### src/sar_adc_pkg.sv
// constants, field layout and state encoding for the converter control block
package sar_adc_pkg;
  // ***************************************************
  // register addresses and reset values
  // ***************************************************
  localparam logic [7:0] ADDR_CONFIG = 8'h97;
  localparam logic [7:0] ADDR_CONTROL = 8'hE8;
  localparam logic [7:0] CONFIG_RESET = 8'hF8;
  localparam logic [7:0] CONTROL_RESET = 8'h00;
  localparam logic [7:0] UNMAPPED_READ = 8'h00;
  // control register fields
  localparam int CTL_ENABLE = 7;
  localparam int CTL_BURST = 6;
  localparam int CTL_DONE = 5;
  localparam int CTL_BUSY = 4;
  localparam int CTL_WIN = 3;
  localparam int CTL_SRC_MSB = 2;
  localparam int CTL_SRC_LSB = 0;
  // config register fields
  localparam int CFG_DIV_MSB = 7;
  localparam int CFG_DIV_LSB = 3;
  localparam int CFG_BYTE = 2;
  localparam int CFG_TRACK = 1;
  localparam int CFG_GAIN = 0;
  // start source encodings
  localparam logic [2:0] SRC_SOFT = 3'h0;
  localparam logic [2:0] SRC_TMR0 = 3'h1;
  localparam logic [2:0] SRC_TMR2 = 3'h2;
  localparam logic [2:0] SRC_TMR3 = 3'h3;
  localparam int SRC_PIN_BIT = 2;
  // ***************************************************
  // timing
  // ***************************************************
  localparam int CLK_MHZ = 40;
  localparam int POWERUP_UNIT_NS = 400;
  localparam int POWERUP_UNIT_CYC = (POWERUP_UNIT_NS * CLK_MHZ + 999) / 1000;
  localparam int DELAY_TRACK_SARCLK = 3;
  localparam logic [1:0] BYTE_MODE_LSBS = 2'h0;
  localparam logic [7:0] BYTE_MODE_LOW = 8'h00;
  // sequencer states
  typedef enum logic [1:0] {
    ST_IDLE = 2'b00,
    ST_POWERUP = 2'b01,
    ST_TRACK = 2'b10,
    ST_CONVERT = 2'b11
  } seq_state_t;
endpackage

### src/sar_clk_if.sv
// signals between the sequencer and the conversion clock divider
`timescale 1ns/1ps
interface sar_clk_if #(parameter int DIV_W = 5);
  logic [DIV_W-1:0] divValue;
  logic lpoSelect;
  logic lpoTick;
  logic run;
  logic sarTick;
  modport ctrl (output divValue, output lpoSelect, output lpoTick, output run, input sarTick);
  modport div (input divValue, input lpoSelect, input lpoTick, input run, output sarTick);
endinterface

### src/sar_adc_ctrl.sv
// converter control: register pair, start selection, sequencing and flags
// Function
// - enable at 0 keeps the converter powered down except while a burst runs, at 1 it is powered and may convert.
// - burst select picks single or burst operation, changing flag meaning and clock source.
// - the done flag sets after each single conversion or each whole burst; software clears it.
// - writing 1 to busy starts a conversion only when the start source field is 000.
// - the window flag sets when the result lies inside the threshold window; software clears it.
// - source field: 000 software, 001/010/011 timer 0/2/3 overflow, 1xx start pin rising edge.
// - the sar clock is the source clock divided by divider field plus one.
// - the divider source is the system clock without burst and the oscillator with burst.
// - byte mode at 0 gives 10-bit conversions and at 1 gives 8-bit conversions.
// - delayed tracking adds 3 sar clocks of tracking after the start before converting.
// - the gain bit gives gain 0.5 when clear and 1 when set.
// - in byte mode the two lowest result bits are zero and the low byte reads 0x00.
// - burst with enable at 0 powers down after a burst and waits (field+1) x 400 ns.
`timescale 1ns/1ps
module sar_adc_ctrl import sar_adc_pkg::*; #(
  parameter int DIV_W = 5,
  parameter int BURST_W = 7
) (
  // clock, reset, enable
  input wire logic clk_sys,
  input wire logic rst,
  input wire logic ce,
  // special function register bus
  input wire logic [7:0] sfrAddr,
  input wire logic sfrWrEn,
  input wire logic [7:0] sfrWrData,
  input wire logic sfrRdEn,
  output logic [7:0] sfrRdData,
  // start sources and oscillator
  input wire logic timer0Ovf,
  input wire logic timer2Ovf,
  input wire logic timer3Ovf,
  input wire logic extStartPin,
  input wire logic lpoTick,
  // settings held by neighbouring registers
  input wire logic [3:0] powerupDelayField,
  input wire logic [BURST_W-1:0] burstConvs,
  input wire logic [15:0] windowGreater,
  input wire logic [15:0] windowLess,
  // analog converter
  output logic convPowerOn,
  output logic inputGainOne,
  output logic byteModeSel,
  output logic tracking,
  output logic sarTick,
  output logic convStart,
  input wire logic resultValid,
  input wire logic [9:0] resultData,
  // results and flags
  output logic [7:0] resultHigh,
  output logic [7:0] resultLow,
  output logic doneIrq,
  output logic windowIrq
);
  generate
    if (DIV_W != CFG_DIV_MSB - CFG_DIV_LSB + 1 || BURST_W < 1) begin : g_badParam
      $error("sar_adc_ctrl: unsupported parameter values");
    end
  endgenerate

  logic enable_r, burst_r, done_r, win_r, pinPrev_r, convStart_r;
  logic [2:0] srcSel_r;
  logic [7:0] config_r, rdData_r, resHigh_r, resLow_r;
  logic [BURST_W-1:0] convsLeft_r;
  logic [8:0] cnt_r;
  seq_state_t state_r, state_nxt;

  sar_clk_if #(.DIV_W(DIV_W)) clkIf ();

  // ***************************************************
  // register access decode
  // ***************************************************
  wire wrCtl = ce && sfrWrEn && (sfrAddr == ADDR_CONTROL);
  wire wrCfg = ce && sfrWrEn && (sfrAddr == ADDR_CONFIG);
  wire busy = (state_r != ST_IDLE);
  wire [7:0] ctlView = {enable_r, burst_r, done_r, busy, win_r, srcSel_r};
  wire [7:0] rdMux = (sfrAddr == ADDR_CONTROL) ? ctlView :
                     (sfrAddr == ADDR_CONFIG) ? config_r : UNMAPPED_READ;
  wire byteMode = config_r[CFG_BYTE];
  wire delayed = config_r[CFG_TRACK];

  // ***************************************************
  // start selection
  // ***************************************************
  wire pinRise = extStartPin && !pinPrev_r;
  wire softStart = wrCtl && sfrWrData[CTL_BUSY]
                   && (sfrWrData[CTL_SRC_MSB:CTL_SRC_LSB] == SRC_SOFT);
  wire hwStart = srcSel_r[SRC_PIN_BIT] ? pinRise :
                 (srcSel_r == SRC_TMR0) ? timer0Ovf :
                 (srcSel_r == SRC_TMR2) ? timer2Ovf :
                 (srcSel_r == SRC_TMR3) ? timer3Ovf : 1'b0;
  // starts landing mid-sequence are dropped; the starter keeps the spacing
  wire accept = ce && (softStart || hwStart) && !busy && (enable_r || burst_r);
  wire needPowerup = burst_r && !enable_r;
  wire capture = ce && (state_r == ST_CONVERT) && resultValid;
  wire lastConv = !burst_r || (convsLeft_r <= 1);
  wire [9:0] capValue = byteMode ? {resultData[9:2], BYTE_MODE_LSBS} : resultData;
  wire [15:0] capWide = {6'h00, capValue};
  wire inWindow = (capWide > windowGreater) && (capWide < windowLess);
  wire doneSet = capture && lastConv;
  wire winSet = capture && inWindow;
  wire [8:0] powerupCyc = 9'((powerupDelayField + 5'h01) * POWERUP_UNIT_CYC);
  wire convPhase = (state_r == ST_TRACK) || (state_r == ST_CONVERT);

  // ***************************************************
  // sequencer next state
  // ***************************************************
  always_comb begin
    state_nxt = state_r;
    case (state_r)
      ST_IDLE: begin
        if (accept) state_nxt = needPowerup ? ST_POWERUP : (delayed ? ST_TRACK : ST_CONVERT);
      end
      ST_POWERUP: begin
        if (cnt_r <= 9'h001) state_nxt = delayed ? ST_TRACK : ST_CONVERT;
      end
      ST_TRACK: begin
        if (sarTick && cnt_r <= 9'h001) state_nxt = ST_CONVERT;
      end
      ST_CONVERT: begin
        if (capture) state_nxt = lastConv ? ST_IDLE : (delayed ? ST_TRACK : ST_CONVERT);
      end
      default: state_nxt = ST_IDLE;
    endcase
  end
  wire enterConv = ce && (state_nxt == ST_CONVERT) && ((state_r != ST_CONVERT) || capture);
  wire enterTrack = (state_nxt == ST_TRACK) && ((state_r != ST_TRACK) || capture);

  // ***************************************************
  // outputs
  // ***************************************************
  assign clkIf.divValue = config_r[CFG_DIV_MSB:CFG_DIV_LSB];
  assign clkIf.lpoSelect = burst_r;
  assign clkIf.lpoTick = lpoTick;
  assign clkIf.run = convPhase;
  assign sarTick = clkIf.sarTick;
  assign convPowerOn = enable_r || (burst_r && busy);
  assign inputGainOne = config_r[CFG_GAIN];
  assign byteModeSel = byteMode;
  assign tracking = (state_r == ST_TRACK);
  assign convStart = convStart_r;
  assign sfrRdData = rdData_r;
  assign resultHigh = resHigh_r;
  assign resultLow = resLow_r;
  assign doneIrq = done_r;
  assign windowIrq = win_r;

  sar_clk_div #(.DIV_W(DIV_W)) u_div (
    .clk_sys(clk_sys),
    .rst(rst),
    .ce(ce),
    .clkIf(clkIf)
  );

  // software writes and sticky flags; a hardware set beats a clear
  always_ff @(posedge clk_sys or posedge rst) begin
    if (rst) begin
      {enable_r, burst_r, done_r} <= CONTROL_RESET[CTL_ENABLE:CTL_DONE];
      win_r <= CONTROL_RESET[CTL_WIN];
      srcSel_r <= CONTROL_RESET[CTL_SRC_MSB:CTL_SRC_LSB];
      config_r <= CONFIG_RESET;
    end else if (ce) begin
      if (wrCtl) {enable_r, burst_r} <= sfrWrData[CTL_ENABLE:CTL_BURST];
      if (wrCtl) srcSel_r <= sfrWrData[CTL_SRC_MSB:CTL_SRC_LSB];
      if (wrCfg) config_r <= sfrWrData;
      done_r <= doneSet || (wrCtl ? sfrWrData[CTL_DONE] : done_r);
      win_r <= winSet || (wrCtl ? sfrWrData[CTL_WIN] : win_r);
    end
  end

  // read data and result capture
  always_ff @(posedge clk_sys or posedge rst) begin
    if (rst) begin
      rdData_r <= 8'h00;
      resHigh_r <= 8'h00;
      resLow_r <= 8'h00;
      pinPrev_r <= 1'b0;
      convStart_r <= 1'b0;
    end else if (ce) begin
      if (sfrRdEn) rdData_r <= rdMux;
      if (capture) resHigh_r <= byteMode ? capValue[9:2] : {6'h00, capValue[9:8]};
      if (capture) resLow_r <= byteMode ? BYTE_MODE_LOW : capValue[7:0];
      pinPrev_r <= extStartPin;
      convStart_r <= enterConv;
    end
  end

  // sequencer state, delay count and burst count
  always_ff @(posedge clk_sys or posedge rst) begin
    if (rst) begin
      state_r <= ST_IDLE;
      cnt_r <= '0;
      convsLeft_r <= '0;
    end else if (ce) begin
      state_r <= state_nxt;
      if (accept) convsLeft_r <= burst_r ? burstConvs : BURST_W'(1);
      else if (capture) convsLeft_r <= convsLeft_r - 1'b1;
      if (accept && needPowerup) cnt_r <= powerupCyc;
      else if (enterTrack) cnt_r <= 9'(DELAY_TRACK_SARCLK);
      else if ((state_r == ST_POWERUP) || (state_r == ST_TRACK && sarTick)) cnt_r <= cnt_r - 1'b1;
    end
  end

  // ***************************************************
  // checks
  // ***************************************************
  logic [8:0] puCount_r;
  logic [2:0] trkTicks_r;
  always_ff @(posedge clk_sys or posedge rst) begin
    if (rst) begin
      puCount_r <= '0;
      trkTicks_r <= '0;
    end else if (ce) begin
      puCount_r <= (state_r == ST_POWERUP) ? puCount_r + 1'b1 : '0;
      trkTicks_r <= (state_r != ST_TRACK) ? '0 : trkTicks_r + 3'(sarTick);
    end
  end
endmodule // sar_adc_ctrl

### src/sar_clk_div.sv
// conversion clock divider producing one tick per (divider + 1) source ticks
`timescale 1ns/1ps
module sar_clk_div import sar_adc_pkg::*; #(
  parameter int DIV_W = 5
) (
  // clock and reset
  input wire logic clk_sys,
  input wire logic rst,
  input wire logic ce,
  // sequencer side
  sar_clk_if.div clkIf
);
  generate
    if (DIV_W < 1 || DIV_W > 8) begin : g_badWidth
      $error("sar_clk_div: DIV_W out of range");
    end
  endgenerate

  logic [DIV_W-1:0] cnt_r;
  logic [DIV_W:0] gap_r;
  logic seen_r;

  // ***************************************************
  // source selection and wrap
  // ***************************************************
  wire srcTick = clkIf.lpoSelect ? clkIf.lpoTick : 1'b1;
  wire wrap = srcTick && (cnt_r >= clkIf.divValue);
  assign clkIf.sarTick = clkIf.run && wrap;

  // counter of source ticks, held at zero while stopped
  always_ff @(posedge clk_sys or posedge rst) begin
    if (rst) begin
      cnt_r <= '0;
    end else if (ce) begin
      if (!clkIf.run) cnt_r <= '0;
      else if (srcTick) cnt_r <= wrap ? '0 : cnt_r + 1'b1;
    end
  end

  // helper: source ticks between two sar ticks
  always_ff @(posedge clk_sys or posedge rst) begin
    if (rst) begin
      gap_r <= '0;
      seen_r <= 1'b0;
    end else if (ce) begin
      if (!clkIf.run) begin
        gap_r <= '0;
        seen_r <= 1'b0;
      end else if (clkIf.sarTick) begin
        gap_r <= '0;
        seen_r <= 1'b1;
      end else if (srcTick) begin
        gap_r <= gap_r + 1'b1;
      end
    end
  end
endmodule // sar_clk_div

### config.mk
export PLATFORM = sky130hd
export DESIGN_NAME = sar_adc_ctrl
export DESIGN_NICKNAME = d
export VERILOG_FILES = /design/src/sar_adc_pkg.sv /design/src/sar_clk_if.sv /design/src/sar_adc_ctrl.sv /design/src/sar_clk_div.sv
export SDC_FILE = /design/constraint.sdc
export NUM_CORES = 1
export LEC_CHECK = 0
export BUFFER_PORTS_ARGS = -buffer_cell sky130_fd_sc_hd__buf_2
export CAP_MARGIN = 15
export CORE_MARGIN = 4
export CORE_UTILIZATION = 45
export CTS_CLUSTER_SIZE = 10
export DETAILED_ROUTE_END_ITERATION = 7
export GPL_TIMING_DRIVEN = 0
export PLACE_DENSITY = 0.73
export SLEW_MARGIN = 20
export SYNTH_ARGS = -nofsm -noshare
export SYNTH_HDL_FRONTEND = slang
export SYNTH_SLANG_ARGS = --single-unit
### constraint.sdc
create_clock -name clk_sys -period 2.6 [get_ports clk_sys]
set_clock_uncertainty 0.2 [all_clocks]
set_input_delay 0.52 -clock clk_sys [delete_from_list [all_inputs] [get_ports clk_sys]]
set_output_delay 0.52 -clock clk_sys [all_outputs]
set_load 0.03 [all_outputs]
# Word-level counts from Yosys, hierarchy flattened
# Cells that the tools add are included.
word_totals:
  in_bits: 80
  rom_bits: 0
  ff_bits: 64
  latch_bits: 0
  memories: 0
  wordCells: 116
  ram_bits: 0
op_classes:
  n_mul: 0
  div_mod_pow: 0
  add_sub_neg: 4
  n_shift: 0
  n_eq_ne: 13
  n_reduce_logical: 50
  magnitude_cmp: 5
  mux: 29
  bitwise_logic: 0
op_table:
  columns: ["cell", "count"]
  rows:
  - ["8-bit 2-to-1 mux", 4]
  - ["9-bit 2-to-1 mux", 3]
  - ["1-bit logical AND", 24]
  - ["7-bit 2-to-1 mux", 3]
  - ["8-bit == test (second input constant)", 2]
  - ["10-bit by 16-bit > comparator with 1-bit output", 1]
  - ["10-bit by 16-bit less-than comparator with 1-bit output", 1]
  - ["5-bit 2-to-1 mux", 3]
  - ["2-bit 2-to-1 mux", 7]
  - ["2-bit AND reduction", 7]
  - ["1-bit logical OR", 10]
  - ["9-bit by 1-bit less-or-equal comparator with 1-bit output (second input constant)", 1]
  - ["9-bit by 1-bit subtractor with 9-bit output (second input constant)", 1]
  - ["2-bit == test (second input constant)", 4]
  - ["1-bit 2-to-1 mux", 8]
  - ["2-bit case mux with 4 select lines", 1]
  - ["7-bit by 1-bit less-or-equal comparator with 1-bit output (second input constant)", 1]
  - ["7-bit by 1-bit subtractor with 7-bit output (second input constant)", 1]
  - ["3-bit by 2-bit == test with 1-bit output (second input constant)", 2]
  - ["2-bit != test (second input constant)", 3]
  - ["4-bit by 1-bit adder with 5-bit output (second input constant)", 1]
  - ["5-bit by 1-bit adder with 5-bit output (second input constant)", 1]
  - ["5-bit greater-or-equal comparator", 1]
  - ["1-bit zero test", 4]
  - ["6 further kinds", 7]

# Logic depth before layout (Yosys ltp)
logic_depth:
  ltp_word: 15
  mapped_depth: 10
  depth_no_buf: 9

# Hierarchy
# A second synthesis with hierarchy kept.
unflattened:
  hier_cells: 445
  area_unflattened_um2: 4090.2
by_module_without_submodules:
  columns: ["mod", "area_per_inst_um2", "cells_each", "instances"]
  rows:
  - ["sar_adc_ctrl", 3618.5, 392, 1]
  - ["sar_clk_div", 471.7, 53, 1]

# Worst setup path after synthesis
# No wires, ideal clock.
synth_timing:
  path_kind: "input-to-reg"
  start: "in sfrAddr[0]"
  end: "reg cnt_r[2]"
  slack_ns: -0.072
  required_time_ns: 2.282
  path_buffers: 0
  arrival_ns: 2.354
  stages: 7
  setup_time_ns: 0.118
  path_cell_list: "nor4b_1 -> nand4_1 -> nand2_1 -> or4b_2 -> o31ai_4 -> o21ai_0 -> a21o_1"
synth_between:
  elab_chain_cells: 14
  elab_cells_between_ends: 17
  classes_between: "eq/ne (2); mux (4); reduce/logical (11)"
synth_lines:
  columns: ["element", "line_no", "source"]
  rows:
  - ["start: declaration", "sar_adc_ctrl.sv:26", "input wire logic [7:0] sfrAddr,"]
  - ["8-bit == test (*)", "sar_adc_ctrl.sv:75", "wire wrCtl = ce && sfrWrEn && (sfrAddr == ADDR_CONTROL);"]
  - ["1-bit logical AND (*)", "sar_adc_ctrl.sv:75", null]
  - ["1-bit logical AND (*)", "sar_adc_ctrl.sv:88", "wire softStart = wrCtl && sfrWrData[CTL_BUSY]"]
  - ["1-bit logical AND (*)", "sar_adc_ctrl.sv:89", "&& (sfrWrData[CTL_SRC_MSB:CTL_SRC_LSB] == SRC_SOFT);"]
  - ["1-bit logical OR (*)", "sar_adc_ctrl.sv:95", "wire accept = ce && (softStart || hwStart) && !busy && (enable_r || burst_r);"]
  - ["1-bit logical AND (*) (3 in series)", "sar_adc_ctrl.sv:95", null]
  - ["2-bit 2-to-1 mux", "sar_adc_ctrl.sv:114", "if (accept) state_nxt = needPowerup ? ST_POWERUP : (delayed ? ST_TRACK : ST_CONVERT);"]
  - ["2-bit case mux with 4 select lines", "sar_adc_ctrl.sv:112", "case (state_r)"]
  - ["2-bit == test", "sar_adc_ctrl.sv:129", "wire enterTrack = (state_nxt == ST_TRACK) && ((state_r != ST_TRACK) || capture);"]
  - ["1-bit logical AND", "sar_adc_ctrl.sv:129", null]
  - ["3-bit nonzero test (no source line) or 9-bit 2-to-1 mux (tied branches)", null, null]
  - ["2-bit AND reduction (no source line) or 9-bit 2-to-1 mux (tied branches)", null, null]
  - ["end signal: assignment", "sar_adc_ctrl.sv:200", "if (accept && needPowerup) cnt_r <= powerupCyc;"]
  - ["end signal: assignment", "sar_adc_ctrl.sv:201", "else if (enterTrack) cnt_r <= 9'(DELAY_TRACK_SARCLK);"]
  - ["end signal: assignment", "sar_adc_ctrl.sv:202", "else if ((state_r == ST_POWERUP) || (state_r == ST_TRACK && sarTick)) cnt_r <= cnt_r - 1'b1;"]
  - ["end: declaration", "sar_adc_ctrl.sv:67", "logic [8:0] cnt_r;"]
# Every way passes the cells marked *; elsewhere a longest branch is shown, timed or not.
# A chain may end at the register's enable or synchronous reset.

# Worst setup path after layout
layout_timing:
  start: "reg config_r[3]"
  end: "out sarTick"
layout_between:
  elab_chain_cells: 3
layout_lines:
  columns: ["element", "line_no", "source"]
  rows:
  - ["start: declaration", "sar_adc_ctrl.sv:65", "logic [7:0] config_r, rdData_r, resHigh_r, resLow_r;"]
  - ["start signal: assignment", "sar_adc_ctrl.sv:167", "if (wrCfg) config_r <= sfrWrData;"]
  - ["5-bit greater-or-equal comparator", "sar_clk_div.sv:27", "wire wrap = srcTick && (cnt_r >= clkIf.divValue);"]
  - ["1-bit logical AND", "sar_clk_div.sv:27", null]
  - ["1-bit logical AND", "sar_clk_div.sv:28", "assign clkIf.sarTick = clkIf.run && wrap;"]
  - ["end: declaration", "sar_adc_ctrl.sv:47", "output logic sarTick,"]
# Every way passes these cells.

==> flow_summary_export.csv <==
group,metric,value,unit
run_status,status,"finished, violations left",
run_status,failed_checks,"negative setup slack",
cts,clockRootBuffer,"clkbuf_8",
final_layout,final_cell_mix,"buf_2 (109), nand2_1 (60), dfrtp_1 (59), o21ai_0 (45), inv_1 (29)",
routing,finalWirelength,11100,µm
floorplanning,core,8680,µm²
run,drv_cap,0,
grt,grt_use_total,21.7,%
critical_path,crit_type,"register to primary output",
final_layout,final_common_cell,"buf_2",
grt,grt_max_degree,48,
timing,fin_crit_sh,105,%
logic_synthesis,synth.distinct_cells,64,
timing,rsz0062_at_grt,"yes",
timing,worst_slew_pin_slew,0.929,ns
floorplanning,dieArea,10500,µm²
logic_synthesis,synth_compound_gate_area_share,18.7,%
cts,clock_path_buffers,2,
logic_synthesis,synth_top_family_by_area,"simple AND/OR/NAND/NOR gates",
final_layout,finalNetCount,685,
cts,clkLatencyLatePin,0.34,ns
logic_synthesis,synth-simple-area-share,19.7,%
logic_synthesis,synth-xor-area-share,2.40,%
logic_synthesis,synth-edff-count,0,
cts,cts.sinks,64,
timing,tns,-0.331,ns
power,p_leak,0.00258,µW
critical_path,critPathCaptureType,"primary output",
logic_synthesis,synth_fa_ha_area_share,9.36,%
logic_synthesis,synthTopCellsByArea,"dfrtp_1 (37%), ha_1 (9.4%), o21ai_0 (6.2%), nand2_1 (5.7%), dfstp_2 (3.3%)",
power,ir_worst_vdd,298,µV
timing,setup_viol,4,
timing,fin_ws,-0.133,ns
logic_synthesis,synthesis.nets,546,
logic_synthesis,synth-seq-area-share,40.1,%
power,powerDensity,641,nW/µm²
timing,maxClockFrequency,366,MHz
hold_path,worstHoldStart,"sfrWrData[5]",
critical_path,ff2ff_path_depth,8,
logic_synthesis,ys.flop_type,"dfrtp_1",
floorplanning,pin_count,112,
floorplanning,die_x,102,µm
cts,cts_tree,"built",
routing,drtIter0Drc,153,
timing,relSlewSlack,37.9,%
routing,drc_errors,0,
grt,grt_overflow,0,
cts,cts_buffers,9,
critical_path,worst_ep_arrival_time,2.01,ns
logic_synthesis,yosysTopAreaCell,"dfrtp_1",
cts,clk_pin_slew,0.08,ns
logic_synthesis,avgSynthCellArea,9.19,µm²
grt,grt_pass1_vias,3837,
routing,vias,3815,
routing,ant_nets,0,
final_layout,layout-drive-gt1-share,34.7,%
routing,firstDrtPassIters,5,
logic_synthesis,synth.area.mux_share,3.93,%
logic_synthesis,yosys_warnings,0,
final_layout,insertedDiodeCount,0,
hold_path,hp-class,"input pin to register",
cts,htreeDepth,3,
logic_synthesis,syn_inst,436,
logic_synthesis,synth-async-reset-ratio,100,%
hold_path,hold_end,"config_r[5]$_DFFE_PP1P_",
logic_synthesis,ys_ff_latch,64,
power,finalPower,3350,µW
grt,grt_pass1_wl,17900,µm
floorplanning,start_util,46.2,%
placed_design,dpl.hpwl,8400,µm
grt,antenna_found_initial,0,
critical_path,r2r-start,"convsLeft_r[2]$_DFFE_PP0P_",
critical_path,critPathMaxFanout,2,
critical_path,crit_required,1.88,ns
routing,routed_via_density,5.55,
placed_design,place_congestion,0.872,
routing,routedWlPerCell,16.1,µm
timing,finalHoldViolations,0,
final_layout,area_delta_synth_final,30.4,%
timing,final_max_slew_viol_count,0,
placed_design,portBuffers,110,
logic_synthesis,syn_area,4010,µm²
floorplanning,die_h,102,µm
logic_synthesis,synth_top_area_share,36.8,%
critical_path,r2r_end,"cnt_r[2]$_DFFE_PP0P_",
critical_path,critPathLaunchType,"register",
timing,post-route-min-period,2.73,ns
floorplanning,rows,34,
hold_path,min_path_cells,3,
critical_path,regToRegSetupSlack,-0.07,ns
-- synth_stat cells, types with 2 or more instances --
master and instances:
dfstp_2 5, a2111oi_0 2, o21a_1 3, a21oi_1 13
clkbuf_8 4, dfrtp_1 59, nor4_1 7, a211o_1 2
o21bai_1 2, o211ai_1 4, a41oi_1 2, a21boi_0 2
a21o_1 3, nor3_1 6, nor4bb_1 2, nor4b_1 3
a211oi_2 2, o21ai_0 50, a22oi_1 8, o31ai_1 2
nand2_1 61, inv_1 33, and3_1 2, nand3_1 14
xnor2_1 4, mux2_2 10, nand2b_1 11, and2_1 5
o22ai_1 2, nand4_1 10, mux2i_1 3, o221ai_1 2
nor2b_1 3, o31ai_4 2, clkbuf_1 10, xor2_1 7
ha_1 30, nor2_1 20
-- sequential cells by signal (all words and copies together) (netlist names), 2 cells and up --
| signal | count |
|---|---|
| cnt_r | 9 |
| config_r | 8 |
| resultHigh | 8 |
| resultLow | 8 |
| sfrRdData | 8 |
| convsLeft_r | 7 |
| u_div.cnt_r | 5 |
| srcSel_r | 3 |
| state_r | 2 |
-- critical path, stage by stage (launching register included) --
cell       delay, ns
dfstp_2         0.57
ha_4            0.20
nand2b_4        0.14
a2111oi_4       0.30
o21bai_2        0.14
o21ai_2         0.09
nor2_1          0.07
buf_4           0.17
-- timing repair --
| item | CTS | global route |
|---|---|---|
| pin swaps | 11 | 10 |
| cloned | 0 | 1 |
| endpoints found under the hold margin | 17 | 0 |
| setup endpoints to repair | 10 | 9 |
| hold buffers | 1 | 0 |
| gates resized for setup | 16 | 20 |
| setup buffers | 12 | 3 |
-- metrics by stage --
stage / hold slack (ns) / area (µm²) / cells / setup WS, ns / util, %
floorplan: 0.273 / 4020 / 436 / 0.0231 / -
global placement: 0.257 / 4710 / 654 / -0.572 / 54.3
detailed placement: 0.265 / 4740 / 655 / -0.451 / 54.6
CTS: 0.190 / 5110 / 684 / -0.129 / 58.9
global route: 0.198 / 5230 / 688 / -0.218 / 60.3
finish: 0.206 / 5230 / 688 / -0.133 / 60.3
-- cells by family (layout without fill, tap and decap cells) --
logic type | after synthesis | count (layout)
multiplexers | 14 | 14
buffers and inverters | 49 | 192
XOR/XNOR | 11 | 11
AO/OA/AOI/OAI | 112 | 113
adder cells (fa/ha/maj) | 30 | 30
AND/OR/NAND/NOR | 156 | 156
flip-flops | 64 | 64
-- layer usage --
metal  wire (µm)  vias up  part of all wire, %  track usage [%]
met1        4310     1789                   39             24.8
li1            -     1846                    -                -
met5           0        -                    0                0
met2        5600      156                   50             38.3
met4         289        0                  2.6             8.07
met3         914       24                  8.2             6.48
-- how the worst max path moves through the flow --
stage	end	startpoint	cells after the start
3_3_place_gp	sfrRdData[7]$_DFFE_PP0P_	rst	2
4_1_cts	sarTick	config_r[3]$_DFFE_PP1P_	7
5_1_grt	sarTick	config_r[6]$_DFFE_PP1P_	8
6_report	sarTick	config_r[3]$_DFFE_PP1P_	7
3_5_place_dp	cnt_r[3]$_DFFE_PP0P_	sfrAddr[0]	8
2_1_floorplan	cnt_r[1]$_DFFE_PP0P_	timer0Ovf	7
-- power breakdown --
group          switching [µW]  internal, µW
Combinational             689           482
Clock                     432           385
Sequential                175          1190
-- layout make-up --
class	count	area (µm²)
Tap cell	108	135
Timing Repair Buffer	127	707
Multi-Input combinational cell	324	2350
Sequential cell	64	1610
Clock buffer	10	138
Inverter	33	126
Fill cell	810	3450
Clock inverter	6	51.3
Buffer	16	109
Note: power is estimated with default switching activity, not from simulation.
